### config.mk
export PLATFORM = sky130hd
export DESIGN_NAME = smb_transfer_sequencer
export DESIGN_NICKNAME = d
export VERILOG_FILES = /design/src/common/smb_pkg.sv /design/src/verilog/smb_transfer_sequencer.sv
export VERILOG_INCLUDE_DIRS = /design/src /design/src/common
export SDC_FILE = /design/constraint.sdc
export NUM_CORES = 1
export LEC_CHECK = 0
export BUFFER_PORTS_ARGS = -buffer_cell sky130_fd_sc_hd__buf_2
export CAP_MARGIN = 5
export CORE_UTILIZATION = 35
export CTS_BUF_LIST = sky130_fd_sc_hd__clkbuf_8
export CTS_CLUSTER_DIAMETER = 150
export DETAILED_ROUTE_END_ITERATION = 16
export PLACE_DENSITY_LB_ADDON = 0.1
export SKIP_LAST_GASP = 1
export SLEW_MARGIN = 20
export SYNTH_ARGS = -nofsm -noshare
export SYNTH_HDL_FRONTEND = slang
export SYNTH_SLANG_ARGS = --single-unit
### constraint.sdc
create_clock -name ref_clk -period 4.1 [get_ports ref_clk]
set_input_delay 1.025 -clock ref_clk [delete_from_list [all_inputs] [get_ports ref_clk]]
set_output_delay 1.025 -clock ref_clk [all_outputs]
set_load 0.005 [all_outputs]
### src/common/smb_regs.svh
// Register offsets, field positions, reset values and timing for the SMBus sequencer.
`ifndef SMB_REGS_SVH
`define SMB_REGS_SVH
`define SMB_CTRL_OFS  8'h00
`define SMB_DATA_OFS  8'h04
`define SMB_OWN_OFS   8'h08
`define SMB_MASK_OFS  8'h0C
`define SMB_DIV_OFS   8'h10
`define SMB_SI_BIT    0
`define SMB_ACK_BIT   1
`define SMB_START_BIT  2
`define SMB_STOP_BIT   3
`define SMB_NOSLV_BIT  4
`define SMB_ACKREQ_BIT 5
`define SMB_TX_BIT    6
`define SMB_MST_BIT   7
`define SMB_ARB_BIT   8
`define SMB_ERR_BIT   9
`define SMB_BUSY_BIT  10
`define SMB_HWACK_BIT 0
`define SMB_OWN_RST   7'h00
`define SMB_MASK_RST  7'h7F
`define SMB_CLK_MHZ   20
`define SMB_T_HALF_NS 5000
`define SMB_HALF_CYC  ((`SMB_T_HALF_NS * `SMB_CLK_MHZ + 999) / 1000)
`endif

### src/common/smb_pkg.sv
// Types shared by the SMBus transfer sequencer.
package smb_pkg;
  typedef enum logic [3:0] {
    SMB_IDLE  = 4'h1,
    SMB_START = 4'h2,
    SMB_RUN   = 4'h4,
    SMB_BOUND = 4'h8
  } smb_state_t;
  typedef struct packed {
    logic slv_off;
    logic stop_req;
    logic start_req;
    logic ack;
  } smb_ctrl_t;
endpackage : smb_pkg

### src/verilog/smb_transfer_sequencer.sv
// SMBus transfer sequencer with APB registers and open-drain bus pins.
//
// Local design decisions: register access over APB and the address map.
`timescale 1ns/1ps
`include "smb_regs.svh"
module smb_transfer_sequencer
  import smb_pkg::*;
#(
  parameter logic [7:0] HALF_CYC = 8'(`SMB_HALF_CYC)
) (
  input  logic        ref_clk,
  input  logic        reset,
  input  logic        psel,
  input  logic        penable,
  input  logic        pwrite,
  input  logic [7:0]  paddr,
  input  logic [31:0] pwdata,
  output logic [31:0] prdata,
  output logic        pready,
  output logic        pslverr,
  input  logic        scl_in,
  output logic        scl_out,
  output logic        scl_oe_n,
  input  logic        sda_in,
  output logic        sda_out,
  output logic        sda_oe_n
);
  smb_state_t  st_reg;
  smb_ctrl_t   ctrl_reg;
  logic [2:0]  scl_sync_reg;
  logic [2:0]  sda_sync_reg;
  logic [7:0]  data_reg;
  logic [7:0]  div_reg;
  logic [7:0]  tmr_reg;
  logic [6:0]  own_reg;
  logic [6:0]  mask_reg;
  logic [3:0]  cnt_reg;
  logic [1:0]  si_dly_reg;
  logic [31:0] prdata_reg;
  logic [31:0] rd_mux;
  logic        hwack_reg;
  logic        si_reg;
  logic        ack_request_flag_reg;
  logic        err_reg;
  logic        arb_reg;
  logic        busy_reg;
  logic        data_wr_reg;
  logic        master_reg;
  logic        slv_reg;
  logic        tx_reg;
  logic        addr_reg;
  logic        given_reg;
  logic        ph_reg;
  logic        m_scl_low_reg;
  logic        m_sda_low_reg;
  logic        e_sda_low_reg;
  logic        pready_reg;
  logic        pslverr_reg;
  logic        scl_oe_n_reg;
  logic        sda_oe_n_reg;
  logic        pin_low_reg;
  logic        scl_hi;
  logic        sda_hi;
  logic        scl_rise;
  logic        scl_fall;
  logic        start_det;
  logic        stop_det;
  logic        acc;
  logic        wr;
  logic        hit;
  logic        data_wr;
  logic        ctrl_wr;
  logic        eng;
  logic        ev_rise;
  logic        ev_fall;
  logic        resume;
  logic        match;
  logic        ask;
  logic        reject;
  logic        fin;
  logic        res_bound;
  logic        start_done;
  logic        lose;
  logic        si_set;
  logic        shift_in;
  logic        ack_cap;
  logic        err_set;

  // Only the second and third stages are read; the first stage feeds nothing else.
  always_ff @(posedge ref_clk or posedge reset) begin
    if (reset) begin
      scl_sync_reg <= 3'h7;
      sda_sync_reg <= 3'h7;
    end else begin
      scl_sync_reg <= {scl_sync_reg[1:0], scl_in};
      sda_sync_reg <= {sda_sync_reg[1:0], sda_in};
    end
  end

  assign scl_hi    = scl_sync_reg[1];
  assign sda_hi    = sda_sync_reg[1];
  assign scl_rise  = scl_sync_reg[1] & ~scl_sync_reg[2];
  assign scl_fall  = ~scl_sync_reg[1] & scl_sync_reg[2];
  assign start_det = scl_sync_reg[1] & scl_sync_reg[2] & sda_sync_reg[2] & ~sda_sync_reg[1];
  assign stop_det  = scl_sync_reg[1] & scl_sync_reg[2] & ~sda_sync_reg[2] & sda_sync_reg[1];

  assign acc     = psel & penable;
  assign wr      = acc & pwrite & pready_reg;
  assign data_wr = wr & (paddr == `SMB_DATA_OFS);
  assign ctrl_wr = wr & (paddr == `SMB_CTRL_OFS);

  assign eng        = (master_reg & (st_reg == SMB_RUN)) | slv_reg;
  assign ev_rise    = eng & scl_rise;
  assign ev_fall    = eng & scl_fall;
  assign resume     = eng & si_dly_reg[0] & ~si_reg;
  assign match      = ((data_reg[7:1] ^ own_reg) & mask_reg) == 7'h00;
  assign ask        = ev_fall & (cnt_reg == 4'h8) & ~tx_reg & ~hwack_reg;
  assign reject     = ev_fall & (cnt_reg == 4'h9) & slv_reg & addr_reg & ~given_reg;
  assign fin        = ev_fall & (cnt_reg == 4'h9) & master_reg & ~tx_reg & ~hwack_reg
                      & (ctrl_reg.start_req | ctrl_reg.stop_req);
  assign res_bound  = resume & (cnt_reg == 4'h9) & master_reg & (ctrl_reg.start_req | ctrl_reg.stop_req);
  assign start_done = (st_reg == SMB_START) & (tmr_reg == 8'h00);
  assign lose       = ev_rise & master_reg & tx_reg & ~cnt_reg[3] & ~e_sda_low_reg & ~sda_hi;
  assign si_set     = ask | (ev_fall & (cnt_reg == 4'h9) & ~reject & ~fin) | start_done;
  assign shift_in   = ev_rise & ~cnt_reg[3];
  assign ack_cap    = ev_rise & (cnt_reg == 4'h8) & tx_reg;
  assign err_set    = data_wr & si_reg & slv_reg & tx_reg & ~ctrl_reg.ack;

  always_comb begin
    rd_mux = 32'h0000_0000;
    hit    = 1'b1;
    if (paddr == `SMB_CTRL_OFS) begin
      rd_mux[`SMB_SI_BIT]    = si_reg;
      rd_mux[`SMB_ACK_BIT]   = ctrl_reg.ack;
      rd_mux[`SMB_START_BIT]  = ctrl_reg.start_req;
      rd_mux[`SMB_STOP_BIT]   = ctrl_reg.stop_req;
      rd_mux[`SMB_NOSLV_BIT]  = ctrl_reg.slv_off;
      rd_mux[`SMB_ACKREQ_BIT] = ack_request_flag_reg;
      rd_mux[`SMB_TX_BIT]    = tx_reg;
      rd_mux[`SMB_MST_BIT]   = master_reg;
      rd_mux[`SMB_ARB_BIT]   = arb_reg;
      rd_mux[`SMB_ERR_BIT]   = err_reg;
      rd_mux[`SMB_BUSY_BIT]  = busy_reg;
    end else if (paddr == `SMB_DATA_OFS) begin
      rd_mux[7:0] = data_reg;
    end else if (paddr == `SMB_OWN_OFS) begin
      rd_mux[7:1] = own_reg;
    end else if (paddr == `SMB_MASK_OFS) begin
      rd_mux[7:1]            = mask_reg;
      rd_mux[`SMB_HWACK_BIT] = hwack_reg;
    end else if (paddr == `SMB_DIV_OFS) begin
      rd_mux[7:0] = div_reg;
    end else begin
      hit = 1'b0;
    end
  end

  // One wait state keeps every APB output a plain flip-flop.
  always_ff @(posedge ref_clk or posedge reset) begin
    if (reset) begin
      pready_reg  <= 1'b0;
      pslverr_reg <= 1'b0;
      prdata_reg  <= 32'h0000_0000;
    end else begin
      pready_reg <= acc & ~pready_reg;
      if (acc & ~pready_reg) begin
        prdata_reg  <= pwrite ? 32'h0000_0000 : rd_mux;
        pslverr_reg <= ~hit;
      end else begin
        pslverr_reg <= 1'b0;
      end
    end
  end

  // Hardware sets win over software clears on every flag here.
  always_ff @(posedge ref_clk or posedge reset) begin
    if (reset) begin
      ctrl_reg    <= '0;
      si_reg      <= 1'b0;
      si_dly_reg  <= 2'h0;
      ack_request_flag_reg   <= 1'b0;
      err_reg     <= 1'b0;
      arb_reg     <= 1'b0;
      data_wr_reg <= 1'b0;
      data_reg    <= 8'h00;
      own_reg     <= `SMB_OWN_RST;
      mask_reg    <= `SMB_MASK_RST;
      hwack_reg   <= 1'b0;
      div_reg     <= HALF_CYC;
    end else begin
      if (ctrl_wr) begin
        ctrl_reg.ack <= pwdata[`SMB_ACK_BIT];
        ctrl_reg.start_req <= pwdata[`SMB_START_BIT];
        ctrl_reg.stop_req  <= pwdata[`SMB_STOP_BIT];
        ctrl_reg.slv_off   <= pwdata[`SMB_NOSLV_BIT];
      end
      if (start_done) begin
        ctrl_reg.start_req <= 1'b0;
      end
      if ((st_reg == SMB_BOUND) & ph_reg & scl_hi & (tmr_reg == 8'h00) & ctrl_reg.stop_req) begin
        ctrl_reg.stop_req <= 1'b0;
      end
      if (ack_cap) begin
        ctrl_reg.ack <= ~sda_hi;
      end
      si_reg      <= si_set | (si_reg & ~(ctrl_wr & ~pwdata[`SMB_SI_BIT]));
      si_dly_reg  <= {si_dly_reg[0], si_reg};
      ack_request_flag_reg   <= ask | (ack_request_flag_reg & ~resume);
      err_reg     <= err_set | (err_reg & ~(ctrl_wr & pwdata[`SMB_ERR_BIT]));
      arb_reg     <= lose | (arb_reg & ~start_done);
      data_wr_reg <= data_wr | (data_wr_reg & ~si_set);
      if (data_wr) begin
        data_reg <= pwdata[7:0];
      end else if (shift_in) begin
        data_reg <= {data_reg[6:0], sda_hi};
      end
      if (wr & (paddr == `SMB_OWN_OFS)) begin
        own_reg <= pwdata[7:1];
      end
      if (wr & (paddr == `SMB_MASK_OFS)) begin
        mask_reg  <= pwdata[7:1];
        hwack_reg <= pwdata[`SMB_HWACK_BIT];
      end
      if (wr & (paddr == `SMB_DIV_OFS)) begin
        div_reg <= pwdata[7:0];
      end
    end
  end

  always_ff @(posedge ref_clk or posedge reset) begin
    if (reset) begin
      busy_reg <= 1'b0;
    end else if (start_det) begin
      busy_reg <= 1'b1;
    end else if (stop_det) begin
      busy_reg <= 1'b0;
    end
  end

  // Master timing: start, clock generation with stretching, and stop or repeated start.
  always_ff @(posedge ref_clk or posedge reset) begin
    if (reset) begin
      st_reg        <= SMB_IDLE;
      ph_reg        <= 1'b0;
      tmr_reg       <= 8'h00;
      master_reg    <= 1'b0;
      m_scl_low_reg <= 1'b0;
      m_sda_low_reg <= 1'b0;
    end else begin
      case (st_reg)
        SMB_IDLE: begin
          if (ctrl_reg.start_req & ~busy_reg) begin
            st_reg        <= SMB_START;
            master_reg    <= 1'b1;
            m_sda_low_reg <= 1'b1;
            tmr_reg       <= div_reg;
          end
        end
        SMB_START: begin
          if (tmr_reg == 8'h00) begin
            m_scl_low_reg <= 1'b1;
            st_reg        <= SMB_RUN;
          end else begin
            tmr_reg <= 8'(tmr_reg - 8'h01);
          end
        end
        SMB_RUN: begin
          if (lose) begin
            st_reg        <= SMB_IDLE;
            master_reg    <= 1'b0;
            m_scl_low_reg <= 1'b0;
            m_sda_low_reg <= 1'b0;
          end else if (fin | res_bound) begin
            st_reg        <= SMB_BOUND;
            ph_reg        <= 1'b0;
            m_sda_low_reg <= ctrl_reg.stop_req;
            tmr_reg       <= div_reg;
          end else begin
            if (resume) begin
              m_sda_low_reg <= 1'b0;
            end
            if (m_scl_low_reg) begin
              if (si_reg) begin
                tmr_reg <= div_reg;
              end else if (tmr_reg == 8'h00) begin
                m_scl_low_reg <= 1'b0;
                tmr_reg       <= div_reg;
              end else begin
                tmr_reg <= 8'(tmr_reg - 8'h01);
              end
            end else if (scl_hi) begin
              if (tmr_reg == 8'h00) begin
                m_scl_low_reg <= 1'b1;
                tmr_reg       <= div_reg;
              end else begin
                tmr_reg <= 8'(tmr_reg - 8'h01);
              end
            end
          end
        end
        SMB_BOUND: begin
          if (~ph_reg) begin
            if (tmr_reg == 8'h00) begin
              m_scl_low_reg <= 1'b0;
              ph_reg        <= 1'b1;
              tmr_reg       <= div_reg;
            end else begin
              tmr_reg <= 8'(tmr_reg - 8'h01);
            end
          end else if (scl_hi) begin
            if (tmr_reg != 8'h00) begin
              tmr_reg <= 8'(tmr_reg - 8'h01);
            end else if (ctrl_reg.stop_req) begin
              m_sda_low_reg <= 1'b0;
              master_reg    <= 1'b0;
              st_reg        <= SMB_IDLE;
            end else begin
              m_sda_low_reg <= 1'b1;
              tmr_reg       <= div_reg;
              st_reg        <= SMB_START;
            end
          end
        end
        default: begin
          st_reg <= SMB_IDLE;
        end
      endcase
    end
  end

  // Byte engine shared by all four roles; it steps on bus clock edges and on interrupt release.
  always_ff @(posedge ref_clk or posedge reset) begin
    if (reset) begin
      cnt_reg       <= 4'h0;
      tx_reg        <= 1'b0;
      slv_reg       <= 1'b0;
      addr_reg      <= 1'b0;
      given_reg     <= 1'b0;
      e_sda_low_reg <= 1'b0;
    end else if (start_done) begin
      cnt_reg       <= 4'h9;
      tx_reg        <= 1'b1;
      e_sda_low_reg <= 1'b0;
    end else if (start_det & ~master_reg) begin
      slv_reg       <= ~ctrl_reg.slv_off;
      addr_reg      <= 1'b1;
      cnt_reg       <= 4'h0;
      tx_reg        <= 1'b0;
      e_sda_low_reg <= 1'b0;
    end else if (stop_det & slv_reg) begin
      slv_reg       <= 1'b0;
      tx_reg        <= 1'b0;
      e_sda_low_reg <= 1'b0;
    end else if (lose | fin | res_bound) begin
      e_sda_low_reg <= 1'b0;
      if (lose) begin
        slv_reg <= ~ctrl_reg.slv_off & addr_reg;
        tx_reg  <= 1'b0;
      end
    end else if (reject) begin
      slv_reg       <= 1'b0;
      addr_reg      <= 1'b0;
      e_sda_low_reg <= 1'b0;
    end else begin
      if (data_wr & eng & ~tx_reg) begin
        tx_reg <= 1'b1;
      end
      if (ev_rise) begin
        cnt_reg <= 4'(cnt_reg + 4'h1);
      end
      if (ev_fall) begin
        if (cnt_reg == 4'h8) begin
          if (tx_reg) begin
            e_sda_low_reg <= 1'b0;
          end else if (hwack_reg) begin
            e_sda_low_reg <= (slv_reg & addr_reg) ? match : ctrl_reg.ack;
            given_reg     <= (slv_reg & addr_reg) ? match : ctrl_reg.ack;
          end
        end else if (cnt_reg == 4'h9) begin
          e_sda_low_reg <= 1'b0;
          addr_reg      <= 1'b0;
        end else begin
          e_sda_low_reg <= tx_reg & ~data_reg[7];
        end
      end
      if (resume) begin
        if (cnt_reg == 4'h8) begin
          e_sda_low_reg <= ctrl_reg.ack;
          given_reg     <= ctrl_reg.ack;
        end else if (cnt_reg == 4'h9) begin
          cnt_reg       <= 4'h0;
          tx_reg        <= tx_reg & data_wr_reg;
          e_sda_low_reg <= tx_reg & data_wr_reg & ~data_reg[7];
        end
      end
    end
  end

  // The slave lets go of the clock three cycles after the flag clears, so data has settled first.
  always_ff @(posedge ref_clk or posedge reset) begin
    if (reset) begin
      scl_oe_n_reg <= 1'b1;
      sda_oe_n_reg <= 1'b1;
      pin_low_reg  <= 1'b0;
    end else begin
      scl_oe_n_reg <= ~(m_scl_low_reg | (slv_reg & (si_reg | si_dly_reg[0] | si_dly_reg[1])));
      sda_oe_n_reg <= ~(m_sda_low_reg | e_sda_low_reg);
      pin_low_reg  <= 1'b0;
    end
  end

  assign prdata   = prdata_reg;
  assign pready   = pready_reg;
  assign pslverr  = pslverr_reg;
  assign scl_out  = pin_low_reg;
  assign sda_out  = pin_low_reg;
  assign scl_oe_n = scl_oe_n_reg;
  assign sda_oe_n = sda_oe_n_reg;
endmodule : smb_transfer_sequencer

Word level (Yosys, flattened, before mapping)
Index checks and enable logic that the tools add are counted.
Word-level totals
  bits in registers: 110
  input bits: 47
  output and inout bits: 38
  word-level logic and storage cells: 345
Operators by class
  $add $sub $neg: 2
  eq/ne operators: 37
  mux-type cells: 124
  bitwise gates (word level): 120
  reductions and logical operators: 27
Operators with widths (count)
  2-to-1 mux 8 bit: 18
  2-to-1 mux 1 bit: 79
  bitwise AND 1 bit: 72
  2-to-1 mux 4 bit: 16
  case mux 8 bit (4 select lines): 1
  NOT 1 bit: 30
  != test 2 bit, second input constant: 11
  AND reduction 6 bit: 3
  == test 8 x 4 -> 1 bit, second input constant: 2
  zero test 8 bit: 2
  OR 1 bit: 16
  case mux 4 bit (4 select lines): 1
  != test 3 bit, second input constant: 5
  AND reduction 7 bit: 2
  == test 4 bit, second input constant: 3
  != test 4 x 3 -> 1 bit, second input constant: 3
  nonzero test 2 bit: 6
  nonzero test 3 bit: 4
  2-to-1 mux 11 bit: 1
  AND reduction 5 bit: 2
  case mux 1 bit (3 select lines): 3
  AND reduction 3 bit: 3
  == test 8 x 3 -> 1 bit, second input constant: 1
  == test 8 x 5 -> 1 bit, second input constant: 1
  21 further kinds: 25

Depth between registers and ports, before layout
  depth after elaboration: 16
  gate-level depth with buffers: 10

Worst setup path after synthesis
No wires, ideal clock.
  kind: input-to-reg
  from: in paddr[2]
  to: reg own_reg[0]
  arrival time: 2696 ps
  required time: 3975 ps
  path slack: 1279 ps
  cell stages on the path: 5
  path through: clkbuf_1 > nor4b_1 > nor2b_1 > clkbuf_1 > mux2_2
On the way
  longest elaborated chain between the ends: 2
Ends and longest elaborated chain
  from (decl): line smb_transfer_sequencer.sv:16  | input logic [7:0] paddr,
  == test 8 x 4 -> 1 bit (no line)
  bitwise AND 1 bit: line smb_transfer_sequencer.sv:217  | if (wr & (paddr == `SMB_OWN_OFS)) begin
  to (signal assigned): line smb_transfer_sequencer.sv:186  | own_reg <= `SMB_OWN_RST;
  to (signal assigned): line smb_transfer_sequencer.sv:218  | own_reg <= pwdata[7:1];
  to (decl): line smb_transfer_sequencer.sv:35  | logic [6:0] own_reg;
No other way between the ends.
A chain may end at the register's enable or synchronous reset.

Worst setup path in the final report
  from: reg st_reg[2]
  to: reg data_reg[6]
On the way
  longest elaborated chain between the ends: 6
Ends and longest elaborated chain
  from (decl): line smb_transfer_sequencer.sv:28  | smb_state_t st_reg;
  from (signal assigned): line smb_transfer_sequencer.sv:243  | st_reg <= SMB_IDLE;
  from (signal assigned): line smb_transfer_sequencer.sv:253  | st_reg <= SMB_START;
  from (signal assigned): line smb_transfer_sequencer.sv:262  | st_reg <= SMB_RUN;
  == test 4 x 3 -> 1 bit: line smb_transfer_sequencer.sv:112  | assign eng = (master_reg & (st_reg == SMB_RUN)) | slv_reg;
  bitwise AND 1 bit: line smb_transfer_sequencer.sv:112
  OR 1 bit: line smb_transfer_sequencer.sv:112
  bitwise AND 1 bit: line smb_transfer_sequencer.sv:113  | assign ev_rise = eng & scl_rise;
  bitwise AND 1 bit: line smb_transfer_sequencer.sv:125  | assign shift_in = ev_rise & ~cnt_reg[3];
  nonzero test 2 bit (no line)
  to (signal assigned): line smb_transfer_sequencer.sv:213  | data_reg <= pwdata[7:0];
  to (signal assigned): line smb_transfer_sequencer.sv:215  | data_reg <= {data_reg[6:0], sda_hi};
  to (decl): line smb_transfer_sequencer.sv:32  | logic [7:0] data_reg;
No other way between the ends.

==> reports/qor.csv <==
stage,metric,value,unit
status,outcome,finished clean,
floorplan,die_area,0.0162,mm2
synth,synth_top_family_by_area,compound AO/OA/AOI/OAI gates,
synth,yosysTopAreaCellShare,32.0,%
timing,setup_viol,0,
drt,post_drt_wl_per_cell,18.4,um
synth,synth-edff-count,0,
timing,fmax,328,MHz
power_and_ir_drop,leakage,2.52,nW
cells_and_area,antenna_cells,0,
cells_and_area,largest_reg_flops,11,
grt,grt_pass1_vias,4473,
critical_path,cp_slowest_stage_delay,0.96,ns
placement,port_buffers,38,
timing,holdWs,0.358,ns
timing,totalNegativeSetupSlack,0,ns
grt,grt_pass1_wl,25.2,mm
clocking,cts_buffers,9,
drt,drt_iter0_markers,272,
synth,syn_avg_cell_area,9.08,um2
drt,firstDrtPassIters,4,
drt,num_vias,4693,
clocking,cts.repair.resized,0,
placement,hpwl,11.5,mm
timing,finalMaxSlewViolations,0,
timing,slew_headroom,26.7,%
clocking,clkTransAtPathRegs,0.09,ns
clocking,htreeDepth,3,
timing,tightest_slew,1.10,ns
drt,wl,15.5,mm
cells_and_area,nets,677,
timing,period_minus_slack,3.05,ns
timing,rsz0062_at_grt,false,
grt,track_usage,20.3,%
clocking,root_buffer,clkbuf_8,
grt,overflow,0,
critical_path,cp_slowest_cell,nor4b_2,
power_and_ir_drop,pwr_density_cell,496,mW/mm2
clocking,cts_tree,done,
synth,yosysSeqAreaShare,41.1,%
clocking,clkLatencyLatePin,0.38,ns
clocking,cts_max_path_buffers,2,
synth,synthAdderAreaFrac,0.914,%
critical_path,worst-path-buf-inv,0,
synth,synth_mux_area_share,8.61,%
clocking,ctsHoldBuffers,0,
synth,synth_compound_area_share,20.4,%
floorplan,initial_core_util,35.9,%
critical_path,end_kind,register,
critical_path,cp.arrival,3.30,ns
synth,syn_inst,603,
timing,fin_crit_sh,74.3,%
floorplan,fp.coreArea,0.0153,mm2
grt,grt_max_degree,40,
critical_path,cp_cell_sequence,nor4b_2 -> a21oi_2 -> nor3_2 -> mux2i_1 -> o21ai_0,
drt,drc,0,
floorplan,die_y,127,um
timing,skew,0.0147,ns
synth,synth_most_common_cell,nand2_1,
placement,place_congestion,0.828,
grt,antenna_found_initial,0,
cells_and_area,nFillCells,1530,
synth,ys.flop_type,dfrtp_1,
floorplan,die_x,127,um
hold_path,hp-class,register to register,
job,drv_cap,0,
timing,finalHoldViolCount,0,
synth,synth_top_area_cell,dfrtp_1,
critical_path,critPathMaxFanout,14,
synth,syn_area,0.00548,mm2
synth,synthSimpleGateAreaFrac,20.2,%
cells_and_area,layout-drive-gt1-share,19.3,%
floorplan,io_pins,85,
synth,synth_seq_cells,89,
critical_path,crit_path_start_kind,register,
synth,ys_warn_count,0,
cells_and_area,area_delta_synth_final,9.50,%
critical_path,critPathKind,register to register,
power_and_ir_drop,ir_drop,0.152,mV
floorplan,rows,45,
critical_path,critPathTopFamily,simple AND/OR/NAND/NOR gates,
drt,detail-route-antenna-nets,0,
clocking,cts.sinks,89,
power_and_ir_drop,total_power,2.98,mW
clocking,post_cts_buffers,0,
synth,ys_top_cells_by_area,"dfrtp_1 (32%), dfstp_2 (9.1%), mux2_2 (5.1%), nand2_1 (5.1%), o21ai_0 (5.1%)",
synth,synthDistinctLibCells,76,
drt,viasPerCell,5.57,
synth,synth_xor_area_share,1.60,%
synth,synthTopCellsByCount,"nand2_1 (75), dfrtp_1 (70), o21ai_0 (56)",
critical_path,cp.required,4.36,ns
synth,synthArstFlopShare,100,%
## metal layers
layer,vias up,wire (um),GRT usage [%]
li1,2223,-,-
met1,2326,7430,28.6
met2,122,7130,31.5
met3,22,563,2.39
met4,0,377,8.47
met5,-,0,0
## cell type report
type | count | area, um2 | share of cell area (%)
clock inverters | 7 | 135 | 2.25
well taps | 211 | 264 | 4.40
flip-flops and latches | 89 | 2250 | 37.5
inverters | 16 | 61.3 | 1.02
multi-input cells | 466 | 2930 | 48.8
clock buffers | 9 | 124 | 2.07
repair buffers | 44 | 235 | 3.92
## metrics by stage
stage,std cells,cell area [um2],setup slack (ns),util (%)
final,842,6000,1.05,39.3
after global routing,842,6000,0.772,39.3
after CTS,842,6000,1.09,39.3
after detailed placement,826,5740,0.991,37.6
after global placement,826,5740,1.00,37.6
after floorplan,625,5560,0.800,-
## cell usage in the layout, fill, tap and decap left out, drive strengths merged, types with 11 or more instances in the layout
cell,instances
nand2,75
dfrtp,70
o21ai,57
nor2,44
buf,44
a21oi,31
mux2,25
conb,23
mux2i,19
dfstp,19
inv,17
a22oi,14
nand3,12
or3,11
nor3,11
## logic make-up (layout without fill, tap and decap cells)
logic type	Yosys count	after routing
flops	89	89
buf+inv	70	76
other cells	1	23
compound gates	170	170
simple gates	215	215
mux	44	44
xor+xnor	10	10
fa+ha+maj	4	4
## where the power goes
group	internal, mW	switching (mW)	total (mW)
registers	0.994	0.188	1.18
clock network	0.462	0.321	0.783
logic	0.388	0.623	1.01
## path summary, 6_finish.rpt
path	depth (start not counted)	from	slack [ns]	endpoint
setup / recovery	5	st_reg[2]$_DFFE_PP0P_	1.05	data_reg[6]$_DFFE_PP0P_
hold / removal	0	sda_sync_reg[0]$_DFF_PP1_	0.36	sda_sync_reg[1]$_DFF_PP1_
setup reg to reg	5	st_reg[2]$_DFFE_PP0P_	1.05	data_reg[6]$_DFFE_PP0P_
hold reg to reg	0	sda_sync_reg[0]$_DFF_PP1_	0.36	sda_sync_reg[1]$_DFF_PP1_
max in group asynchronous	3	reset	2.46	sda_sync_reg[1]$_DFF_PP1_
min in group asynchronous	2	reset	0.71	prdata[8]$_DFFE_PP0P_
## worst register-to-register path, cell delays in order, from the launching register on
cell     delay (ns)
dfrtp_1        0.60
nor4b_2        0.96
a21oi_2        0.24
nor3_2         0.77
mux2i_1        0.27
o21ai_0        0.09
(Power assumes the default switching activity.)
